### src/dtc_defs.svh
// Register offsets, field positions, reset values and timing counts for the dual timer block
`ifndef DTC_DEFS_SVH
`define DTC_DEFS_SVH
// Printed offsets are not all multiples of four: these are indexes, byte address is index*4
`define DTC_IDX_RUN_FLAG 8'h88
`define DTC_IDX_MODE 8'h89
`define DTC_IDX_A_LOW 8'h8A
`define DTC_IDX_B_LOW 8'h8B
`define DTC_IDX_A_HIGH 8'h8C
`define DTC_IDX_B_HIGH 8'h8D
`define DTC_IDX_PRESCALE 8'h8E
`define DTC_IDX_IRQ_EN 8'hA8
`define DTC_IDX_IRQ_PRIO 8'hB8
`define DTC_IDX_IRQ_ACK 8'hF0
// Run/flag register fields
`define DTC_B_OVF_BIT 7
`define DTC_B_RUN_BIT 6
`define DTC_A_OVF_BIT 5
`define DTC_A_RUN_BIT 4
// Mode register fields
`define DTC_B_SRC_BIT 6
`define DTC_B_MODE_LSB 4
`define DTC_A_SRC_BIT 2
`define DTC_A_MODE_LSB 0
`define DTC_MODE_WMASK 8'h77
// Prescale fields
`define DTC_B_BYP_BIT 1
`define DTC_A_BYP_BIT 0
`define DTC_PRESCALE_WMASK 8'h07
// Interrupt enable / priority fields
`define DTC_GIE_BIT 7
`define DTC_B_IE_BIT 3
`define DTC_A_IE_BIT 1
`define DTC_B_IP_BIT 3
`define DTC_A_IP_BIT 1
`define DTC_IE_WMASK 8'hEF
`define DTC_IP_WMASK 8'h7F
`define DTC_RUN_FLAG_WMASK 8'hFA
// Reset values
`define DTC_RST_BYTE 8'h00
// Prescale divide ratio
`define DTC_PRESCALE_DIV 12
`endif

### src/dtc_pkg.sv
// Types shared by the dual timer block
package dtc_pkg;
   typedef enum logic [1:0] {
      DTC_MODE_13BIT,
      DTC_MODE_16BIT,
      DTC_MODE_RELOAD8,
      DTC_MODE_SPLIT
   } dtc_mode_t;
endpackage : dtc_pkg

### src/dtc_tick_if.sv
// Count-enable ticks passed from the tick generator to the timer core
interface dtc_tick_if;
   logic sys_tick;
   logic div_tick;
   logic a_pin_fall;
   logic b_pin_fall;
   modport gen (output sys_tick, output div_tick, output a_pin_fall, output b_pin_fall);
   modport use_side (input sys_tick, input div_tick, input a_pin_fall, input b_pin_fall);
endinterface : dtc_tick_if

### src/dtc_tick_gen.sv
// Divide-by-twelve prescaler and falling-edge detectors for the count pins
`include "dtc_defs.svh"
module dtc_tick_gen #(
   parameter int DIV = `DTC_PRESCALE_DIV
) (
   input wire logic clk_i,
   input wire logic rst_i,
   input wire logic a_count_pin_i,
   input wire logic b_count_pin_i,
   dtc_tick_if.gen tick
);
   initial if (DIV < 2 || DIV > 256) $error("dtc_tick_gen: DIV out of range");

   typedef struct packed {
      logic [7:0] div_cnt;
      logic a_pin;
      logic b_pin;
   } dtc_tick_state_t;

   dtc_tick_state_t st_ff;
   dtc_tick_state_t nxt_st;

   // Divider wraps at DIV-1; pins sampled once for edge compare
   always_comb
   begin
      nxt_st = st_ff;
      nxt_st.div_cnt = (st_ff.div_cnt == 8'(DIV - 1)) ? 8'h00 : st_ff.div_cnt + 8'h01;
      nxt_st.a_pin = a_count_pin_i;
      nxt_st.b_pin = b_count_pin_i;
   end

   // Pins reset high, so a pin already low at release counts as one falling edge
   always_ff @(posedge clk_i)
   begin
      if (rst_i)
         st_ff <= '{div_cnt: 8'h00, a_pin: 1'b1, b_pin: 1'b1};
      else
         st_ff <= nxt_st;
   end

   assign tick.sys_tick = 1'b1;
   assign tick.div_tick = (st_ff.div_cnt == 8'(DIV - 1));
   assign tick.a_pin_fall = st_ff.a_pin & ~a_count_pin_i;
   assign tick.b_pin_fall = st_ff.b_pin & ~b_count_pin_i;
endmodule : dtc_tick_gen

### src/dtc_reg_slave.sv
// Classic Wishbone byte-register slave front end: decode and one-cycle ack
module dtc_reg_slave (
   input wire logic clk_i,
   input wire logic rst_i,
   input wire logic cyc_i,
   input wire logic stb_i,
   input wire logic we_i,
   input wire logic sel0_i,
   input wire logic [9:0] adr_i,
   output logic ack_o,
   output logic wr_o,
   output logic rd_o,
   output logic [7:0] idx_o
);
   typedef struct packed {
      logic ack;
   } dtc_slv_state_t;

   dtc_slv_state_t st_ff;
   dtc_slv_state_t nxt_st;

   // Ack one cycle after request, dropped the cycle after
   always_comb
   begin
      nxt_st.ack = cyc_i & stb_i & ~st_ff.ack;
   end

   always_ff @(posedge clk_i)
   begin
      if (rst_i)
         st_ff <= '{ack: 1'b0};
      else
         st_ff <= nxt_st;
   end

   assign ack_o = st_ff.ack;
   // Write lands only on the acking edge, and only with lane 0 selected
   assign wr_o = cyc_i & stb_i & st_ff.ack & we_i & sel0_i;
   assign rd_o = cyc_i & stb_i & ~st_ff.ack & ~we_i;
   assign idx_o = adr_i[9:2];
endmodule : dtc_reg_slave

### src/dtc_timer_top.sv
// Dual 16-bit timer/counter with mode, prescale, enable and priority registers
//
// Function
// RULE1 - Overflow flag set on overflow, cleared on vector
// RULE2 - Timer counts only while its run bit set
// RULE3 - Timer B source: system clock or pin
// RULE4 - Timer A source: system clock or pin
// RULE5 - Timer B modes 13-bit and 16-bit
// RULE6 - Timer B mode 2 reloads low from high
// RULE7 - Timer B mode 3 holds count stopped
// RULE8 - Timer A modes 13-bit and 16-bit
// RULE9 - Timer A mode 2 reloads low from high
// RULE10 - Split mode low byte uses timer A controls
// RULE11 - Split high byte: timer only, run B
// RULE12 - Mode bits 0-2 timer A, 4-6 timer B
// RULE13 - Prescale bit 1 picks timer B clock rate
// RULE14 - Prescale bit 0 picks timer A clock rate
// RULE15 - Enable bit 3 gates timer B interrupt
// RULE16 - Enable bit 1 gates timer A interrupt
// RULE17 - Priority bits 3 and 1 set priority
// RULE18 - Counter mode counts pin falling edges
// RULE19 - Setting run bit keeps the count
// RULE20 - Split high overflow sets B flag, stops B
// RULE21 - Request needs flag, enable and global enable
// RULE22 - Overflow on wrap, same edge as increment
//
// Implementation choice: the Wishbone slave port.
`include "dtc_defs.svh"
module dtc_timer_top #(
   parameter int PRESCALE_DIV = `DTC_PRESCALE_DIV
) (
   input wire logic clk_i,
   input wire logic rst_i,
   input wire logic cyc_i,
   input wire logic stb_i,
   input wire logic we_i,
   input wire logic [3:0] sel_i,
   input wire logic [9:0] adr_i,
   input wire logic [31:0] dat_i,
   output logic [31:0] dat_o,
   output logic ack_o,
   input wire logic timer_a_pin_i,
   input wire logic timer_b_pin_i,
   input wire logic timer_a_vector_i,
   input wire logic timer_b_vector_i,
   output logic timer_a_irq_o,
   output logic timer_b_irq_o,
   output logic timer_a_irq_high_o,
   output logic timer_b_irq_high_o
);
   initial if (PRESCALE_DIV != `DTC_PRESCALE_DIV) $error("dtc_timer_top: prescale must divide by twelve");

   ////////////////////////////////////////////////////////////////////////////
   // State
   typedef struct packed {
      logic [7:0] run_flag;
      logic [7:0] mode;
      logic [7:0] prescale;
      logic [7:0] irq_en;
      logic [7:0] irq_prio;
      logic [7:0] a_low;
      logic [7:0] a_high;
      logic [7:0] b_low;
      logic [7:0] b_high;
      logic [7:0] rd_data;
   } dtc_top_state_t;

   dtc_top_state_t st_ff;
   dtc_top_state_t nxt_st;

   ////////////////////////////////////////////////////////////////////////////
   // Submodules
   dtc_tick_if tick ();

   dtc_tick_gen #(
      .DIV(PRESCALE_DIV)
   ) u_tick (
      .clk_i(clk_i),
      .rst_i(rst_i),
      .a_count_pin_i(timer_a_pin_i),
      .b_count_pin_i(timer_b_pin_i),
      .tick(tick.gen)
   );

   logic reg_wr;
   logic reg_rd;
   logic [7:0] reg_idx;

   dtc_reg_slave u_slave (
      .clk_i(clk_i),
      .rst_i(rst_i),
      .cyc_i(cyc_i),
      .stb_i(stb_i),
      .we_i(we_i),
      .sel0_i(sel_i[0]),
      .adr_i(adr_i),
      .ack_o(ack_o),
      .wr_o(reg_wr),
      .rd_o(reg_rd),
      .idx_o(reg_idx)
   );

   ////////////////////////////////////////////////////////////////////////////
   // Helpers

   // Masked write: reserved bits stay zero
   function automatic logic [7:0] wr_masked(input logic [7:0] data, input logic [7:0] mask);
      wr_masked = data & mask;
   endfunction : wr_masked

   // Pick count enable from source, prescale and run bit
   function automatic logic count_en(input logic run, input logic src_pin, input logic bypass,
                                     input logic pin_fall, input logic sys_t, input logic div_t);
      logic tmr;
      tmr = bypass ? sys_t : div_t;
      count_en = run & (src_pin ? pin_fall : tmr);
   endfunction : count_en

   ////////////////////////////////////////////////////////////////////////////
   // Decoded controls
   dtc_pkg::dtc_mode_t a_mode;
   dtc_pkg::dtc_mode_t b_mode;
   logic a_en;
   logic b_en;
   logic split_high_en;
   logic a_ovf;
   logic b_ovf;

   // Mode fields split per timer [RULE12]
   assign a_mode = dtc_pkg::dtc_mode_t'(st_ff.mode[`DTC_A_MODE_LSB +: 2]); // [RULE12]
   assign b_mode = dtc_pkg::dtc_mode_t'(st_ff.mode[`DTC_B_MODE_LSB +: 2]); // [RULE12]

   // Count enables; counter-mode uses pin falling edges [RULE18]
   assign a_en = count_en(st_ff.run_flag[`DTC_A_RUN_BIT], st_ff.mode[`DTC_A_SRC_BIT],
                          st_ff.prescale[`DTC_A_BYP_BIT], tick.a_pin_fall,
                          tick.sys_tick, tick.div_tick); // [RULE2] [RULE4] [RULE14] [RULE18]
   assign b_en = count_en(st_ff.run_flag[`DTC_B_RUN_BIT], st_ff.mode[`DTC_B_SRC_BIT],
                          st_ff.prescale[`DTC_B_BYP_BIT], tick.b_pin_fall,
                          tick.sys_tick, tick.div_tick); // [RULE2] [RULE3] [RULE13] [RULE18]
   // Split high byte: always timer source, run bit of B, prescale of A
   assign split_high_en = count_en(st_ff.run_flag[`DTC_B_RUN_BIT], 1'b0,
                                   st_ff.prescale[`DTC_A_BYP_BIT], 1'b0,
                                   tick.sys_tick, tick.div_tick); // [RULE11]

   ////////////////////////////////////////////////////////////////////////////
   // Next state: counting, overflow flags, register writes
   always_comb
   begin
      logic [7:0] wdat;
      logic a_hi_ovf;
      wdat = dat_i[7:0];
      a_hi_ovf = 1'b0;
      nxt_st = st_ff;
      a_ovf = 1'b0;
      b_ovf = 1'b0;

      // Software writes first; counting and flag sets below override
      if (reg_wr)
      begin
         unique case (reg_idx)
            `DTC_IDX_RUN_FLAG: nxt_st.run_flag = wr_masked(wdat, `DTC_RUN_FLAG_WMASK);
            `DTC_IDX_MODE: nxt_st.mode = wr_masked(wdat, `DTC_MODE_WMASK); // [RULE12]
            `DTC_IDX_PRESCALE: nxt_st.prescale = wr_masked(wdat, `DTC_PRESCALE_WMASK);
            `DTC_IDX_IRQ_EN: nxt_st.irq_en = wr_masked(wdat, `DTC_IE_WMASK);
            `DTC_IDX_IRQ_PRIO: nxt_st.irq_prio = wr_masked(wdat, `DTC_IP_WMASK);
            `DTC_IDX_A_LOW: nxt_st.a_low = wdat;
            `DTC_IDX_A_HIGH: nxt_st.a_high = wdat;
            `DTC_IDX_B_LOW: nxt_st.b_low = wdat;
            `DTC_IDX_B_HIGH: nxt_st.b_high = wdat;
            default: ;
         endcase
      end

      // Vector acknowledge clears flags; a set below still wins [RULE1]
      if (timer_a_vector_i)
         nxt_st.run_flag[`DTC_A_OVF_BIT] = 1'b0; // [RULE1]
      if (timer_b_vector_i)
         nxt_st.run_flag[`DTC_B_OVF_BIT] = 1'b0; // [RULE1]

      // Timer A; counts keep their value across run changes [RULE19]
      if (a_en)
      begin
         unique case (a_mode)
            dtc_pkg::DTC_MODE_13BIT:
            begin
               // Low 5 bits count, top three bits left alone [RULE8]
               nxt_st.a_low[4:0] = st_ff.a_low[4:0] + 5'h01;
               if (st_ff.a_low[4:0] == 5'h1F)
               begin
                  nxt_st.a_high = st_ff.a_high + 8'h01;
                  a_ovf = (st_ff.a_high == 8'hFF); // [RULE22]
               end
            end
            dtc_pkg::DTC_MODE_16BIT:
            begin
               {nxt_st.a_high, nxt_st.a_low} = {st_ff.a_high, st_ff.a_low} + 16'h0001; // [RULE8]
               a_ovf = ({st_ff.a_high, st_ff.a_low} == 16'hFFFF); // [RULE22]
            end
            dtc_pkg::DTC_MODE_RELOAD8:
            begin
               a_ovf = (st_ff.a_low == 8'hFF); // [RULE22]
               nxt_st.a_low = a_ovf ? st_ff.a_high : st_ff.a_low + 8'h01; // [RULE9]
            end
            dtc_pkg::DTC_MODE_SPLIT:
            begin
               // Low byte alone with A controls [RULE10]
               nxt_st.a_low = st_ff.a_low + 8'h01; // [RULE10]
               a_ovf = (st_ff.a_low == 8'hFF); // [RULE10] [RULE22]
            end
         endcase
      end

      // Split high byte runs as a timer with B's run bit [RULE11]
      if (a_mode == dtc_pkg::DTC_MODE_SPLIT && split_high_en)
      begin
         nxt_st.a_high = st_ff.a_high + 8'h01; // [RULE11]
         a_hi_ovf = (st_ff.a_high == 8'hFF); // [RULE20]
      end

      // Timer B stops in its mode 3 and while A is split [RULE7] [RULE20]
      if (b_en && b_mode != dtc_pkg::DTC_MODE_SPLIT && a_mode != dtc_pkg::DTC_MODE_SPLIT)
      begin
         unique case (b_mode)
            dtc_pkg::DTC_MODE_13BIT:
            begin
               nxt_st.b_low[4:0] = st_ff.b_low[4:0] + 5'h01; // [RULE5]
               if (st_ff.b_low[4:0] == 5'h1F)
               begin
                  nxt_st.b_high = st_ff.b_high + 8'h01;
                  b_ovf = (st_ff.b_high == 8'hFF); // [RULE22]
               end
            end
            dtc_pkg::DTC_MODE_16BIT:
            begin
               {nxt_st.b_high, nxt_st.b_low} = {st_ff.b_high, st_ff.b_low} + 16'h0001; // [RULE5]
               b_ovf = ({st_ff.b_high, st_ff.b_low} == 16'hFFFF); // [RULE22]
            end
            dtc_pkg::DTC_MODE_RELOAD8:
            begin
               b_ovf = (st_ff.b_low == 8'hFF); // [RULE22]
               nxt_st.b_low = b_ovf ? st_ff.b_high : st_ff.b_low + 8'h01; // [RULE6]
            end
            dtc_pkg::DTC_MODE_SPLIT: ; // [RULE7]
         endcase
      end

      // Flag set beats a same-cycle clear or write [RULE1]
      if (a_ovf)
         nxt_st.run_flag[`DTC_A_OVF_BIT] = 1'b1; // [RULE1]
      if (b_ovf || a_hi_ovf)
         nxt_st.run_flag[`DTC_B_OVF_BIT] = 1'b1; // [RULE1] [RULE20]

      // Read data captured on request edge, held till ack
      if (reg_rd)
      begin
         unique case (reg_idx)
            `DTC_IDX_RUN_FLAG: nxt_st.rd_data = st_ff.run_flag;
            `DTC_IDX_MODE: nxt_st.rd_data = st_ff.mode;
            `DTC_IDX_PRESCALE: nxt_st.rd_data = st_ff.prescale;
            `DTC_IDX_IRQ_EN: nxt_st.rd_data = st_ff.irq_en;
            `DTC_IDX_IRQ_PRIO: nxt_st.rd_data = st_ff.irq_prio;
            `DTC_IDX_A_LOW: nxt_st.rd_data = st_ff.a_low;
            `DTC_IDX_A_HIGH: nxt_st.rd_data = st_ff.a_high;
            `DTC_IDX_B_LOW: nxt_st.rd_data = st_ff.b_low;
            `DTC_IDX_B_HIGH: nxt_st.rd_data = st_ff.b_high;
            default: nxt_st.rd_data = `DTC_RST_BYTE;
         endcase
      end
   end

   ////////////////////////////////////////////////////////////////////////////
   // State register
   always_ff @(posedge clk_i)
   begin
      if (rst_i)
         st_ff <= '{default: `DTC_RST_BYTE};
      else
         st_ff <= nxt_st;
   end

   ////////////////////////////////////////////////////////////////////////////
   // Outputs
   assign dat_o = {24'h000000, st_ff.rd_data};

   // Requests gated by flag, own enable and global enable [RULE21]
   assign timer_a_irq_o = st_ff.run_flag[`DTC_A_OVF_BIT] & st_ff.irq_en[`DTC_A_IE_BIT]
                          & st_ff.irq_en[`DTC_GIE_BIT]; // [RULE16] [RULE21]
   assign timer_b_irq_o = st_ff.run_flag[`DTC_B_OVF_BIT] & st_ff.irq_en[`DTC_B_IE_BIT]
                          & st_ff.irq_en[`DTC_GIE_BIT]; // [RULE15] [RULE21]
   // Priority level straight from the priority register [RULE17]
   assign timer_a_irq_high_o = st_ff.irq_prio[`DTC_A_IP_BIT]; // [RULE17]
   assign timer_b_irq_high_o = st_ff.irq_prio[`DTC_B_IP_BIT]; // [RULE17]
endmodule : dtc_timer_top

### config.mk
export PLATFORM = sky130hd
export DESIGN_NAME = dtc_timer_top
export DESIGN_NICKNAME = d
export VERILOG_FILES = /design/src/dtc_pkg.sv /design/src/dtc_tick_if.sv /design/src/dtc_tick_gen.sv /design/src/dtc_reg_slave.sv /design/src/dtc_timer_top.sv
export VERILOG_INCLUDE_DIRS = /design/src
export SDC_FILE = /design/constraint.sdc
export NUM_CORES = 1
export LEC_CHECK = 0
export ABC_AREA = 1
export BUFFER_PORTS_ARGS = -buffer_cell sky130_fd_sc_hd__buf_4
export CAP_MARGIN = 10
export CORE_ASPECT_RATIO = 0.75
export CORE_MARGIN = 1.5
export CORE_UTILIZATION = 30
export CTS_CLUSTER_SIZE = 40
export DETAILED_ROUTE_END_ITERATION = 12
export PLACE_DENSITY = 0.56
export SYNTH_ARGS = -nofsm -noshare
export SYNTH_HDL_FRONTEND = slang
export SYNTH_SLANG_ARGS = --single-unit
### constraint.sdc
create_clock -name clk_i -period 1.71 [get_ports clk_i]
set_input_delay 0.342 -clock clk_i [delete_from_list [all_inputs] [get_ports clk_i]]
set_output_delay 0.342 -clock clk_i [all_outputs]
set_load 0.005 [all_outputs]
==> impl_results.md <==
- Leakage: 3.16 nW
- GRT Util Overall: 19.8%
- Deepest clock path buffer count: 2
- Synth Area per Inst: 6.36 um^2
- # hold bufs at CTS: 0
- Fillers: 2036
- CP required: around 1900 ps
- Slew Limit Fails: 0
- Worst setup EP type: register
- Critical Path Fanout Max: 8
- CP Cell Sequence: ha_4 > nand2_4 > nor2_4 > nand2_4 > nor3_4 > buf_4 > nand2_1 > o211ai_1 > a21oi_1
- Clk sink count: 80
- Worst path max stage delay: 360 ps
- Remaining DRCs: 0
- Area after DPL: 6870 um^2
- Register area share after synthesis: 27.6%
- TritonRoute pass-1 iters: 7
- Routed wire per std cell: around 15 um
- Status: finished clean
- Max frequency: 592 MHz
- Area occupied by registers: 1620 um^2
- Top delay family on crit path: simple AND/OR/NAND/NOR gates
- Asr flop ratio synth: 0%
- Post-synth EDFFs: 0
- Worst-path clk slew: roughly 70 ps
- Worst hold slack: around 190 ps
- Worst path bufs/invs: 1
- Layout Nets: 1105
- Number of inserted diodes: 0
- First-pass GRT wire length: 30.5 mm
- Tmin final: 1690 ps
- CTS tree: built
- Clk_lat worst skew: between 300 and 400 ps
- MaxCap Viol Count: 0
- Synthesized instance count: ~910
- Power Density: 538 nW/um^2
- Most frequent cells in the layout: 214 x nand2_1, 130 x buf_4, 93 x inv_1, 77 x o21ai_0, 71 x a21oi_1
- Number of synthesized register bits: 80
- DR vias: 6413
- # port buffers: 38
- Synthesized area: slightly below 6000 um^2
- Core footprint: between 15000 and 20000 um^2
- Most frequent CP cell: nand2_4
- Die Wd: 164 um
- Main synth FF type: dfxtp_1
- Grt ovf: 0
- Final Util: 40.9%
- Die Height: about 120 um
- Initial cell density of the core: between 30% and 40%
- Total length of routed wires: around 20 mm
- Startpoint types: register
- Gpl congestion: 0.909
- Post-DRT Antenna Nets: 0
- Min-Delay Path Class: in2reg
- Total CTS buffers: 9
- Root buf cell: clkbuf_16
- Final Hold Viols: 0
- DP HPWL: between 15 and 20 mm
- Via-per-instance ratio: 4.97
- P&R area growth vs syn: 31.8%
- Yosys top cell by area: dfxtp_1
- RSZ-0062 raised after global routing: true
- H-tree levels: 3
- FP Rows: 43
- Final Power: 4.11 mW
- Final Skew: 6.54 ps
- Share of post-route cells with drive strength above 1: 26.8%
- Largest net degree at the start of global routing: 31
- Crit Path Category: reg2reg
- Distinct cells, synth: 45
- VDD IR max: between 0.3 and 0.4 mV
- Footprint of the multi-input gates: 3790 um^2
- Initial antenna violation count: 0
- Synth warn: 0
- DR iter-0 viols: 572
- Number of I/O pins: 92
- Crit path DAT: about 1900 ps
- Synth area leaders: dfxtp_1 28%, nand2_1 14%, o21ai_0 7.2%, a21oi_1 7.0%, nand3_1 6.6%
- Final period util: 98.8%
- Setup violations, final: 0
- Critical-path top delay cell: dfxtp_2
- Area share of the largest cell type after synthesis: about 28%
- Design Area, Final: between 7000 and 8000 um^2
- Most common cell after layout, fill and taps aside: nand2_1
- Die footprint: just over 20000 um^2
- Vias in the first global route: about 5700
path summary, 6_finish.rpt:
path                 start              end  slack [ps]  cells past startpoint
max              st_ff[32]        st_ff[33]          20                      9
min          timer_b_pin_i  u_tick.st_ff[0]         190                      3
max reg2reg      st_ff[32]        st_ff[33]          20                      9
min reg2reg      st_ff[53]        st_ff[53]         450                      2
kinds of logic after synthesis:
family	count (synthesis)	share of synthesized area, %
AND/OR/NAND/NOR	423	33.9
XOR/XNOR	10	1.51
AO/OA/AOI/OAI	221	20.9
flip-flops	80	27.6
adder cells (fa/ha/maj)	11	2.37
other	1	0.0646
buffers and inverters	166	13.6
what timing repair did:
action	4_1_cts	5_1_grt
pin swaps	1	16
setup buffers	0	10
cloned	0	2
endpoints found under the setup margin	20	33
gates resized for setup	17	87
per-layer routing:
layer | wire (um) | up-vias | global-route usage [%] | part of all wire (%)
met5 | 0 | - | 0 | 0
met4 | 114 | 0 | 3.07 | 0.57
met3 | 1770 | 11 | 3.82 | 8.9
met2 | 8080 | 249 | 28.9 | 41
met1 | 9900 | 2934 | 30.1 | 50
li1 | - | 3219 | - | -
registers in the layout (all words and copies together) (netlist names):
register	flops
a_mode	2
b_mode	2
dat_o	8
st_ff	55
timer_a_irq_high_o	1
timer_b_irq_high_o	1
u_slave.ack_o	1
u_tick.st_ff	10
stage by stage:
stage | setup slack (ps) | std cells | setup TNS [ps]
after floorplan | 129 | 935 | 0
after global placement | -124 | 1263 | -1580
after detailed placement | -119 | 1263 | -2180
after CTS | 6.94 | 1279 | 0
after global routing | -54.8 | 1291 | -352
final | 20.6 | 1291 | 0
power by group:
group	switching (mW)	internal, mW
registers	0.00696	1.87
clock network	0.898	1.04
logic	0.185	0.112
worst min-delay path, stage by stage:
cell     delay (ps)
buf_4            80
inv_1            40
nand2_1          50
Yosys cell counts (all sizes together), types with 2 or more instances:
library cell  instances
o21a                  5
ha                   11
a31oi                 2
a21oi                84
xor2                  9
nand2               230
clkbuf                8
nor2                 75
a211oi                3
buf                  44
nand4                 8
dfxtp                80
inv                 113
nor3                 17
o22ai                 6
and2                  2
nand3                85
o21ai               104
nor4                  2
or2                   2
o211ai               15
final cells by class:
| class | count | area share [%] |
|---|---|---|
| clock buffer | 10 | 3.12 |
| clock inverter | 6 | 0.654 |
| inverter | 114 | 5.71 |
| multi-input combinational | 689 | 49.5 |
| sequential | 80 | 21.2 |
| tap | 247 | 4.04 |
| timing repair buffer | 145 | 15.8 |
Note: power is estimated with default switching activity, not from simulation.
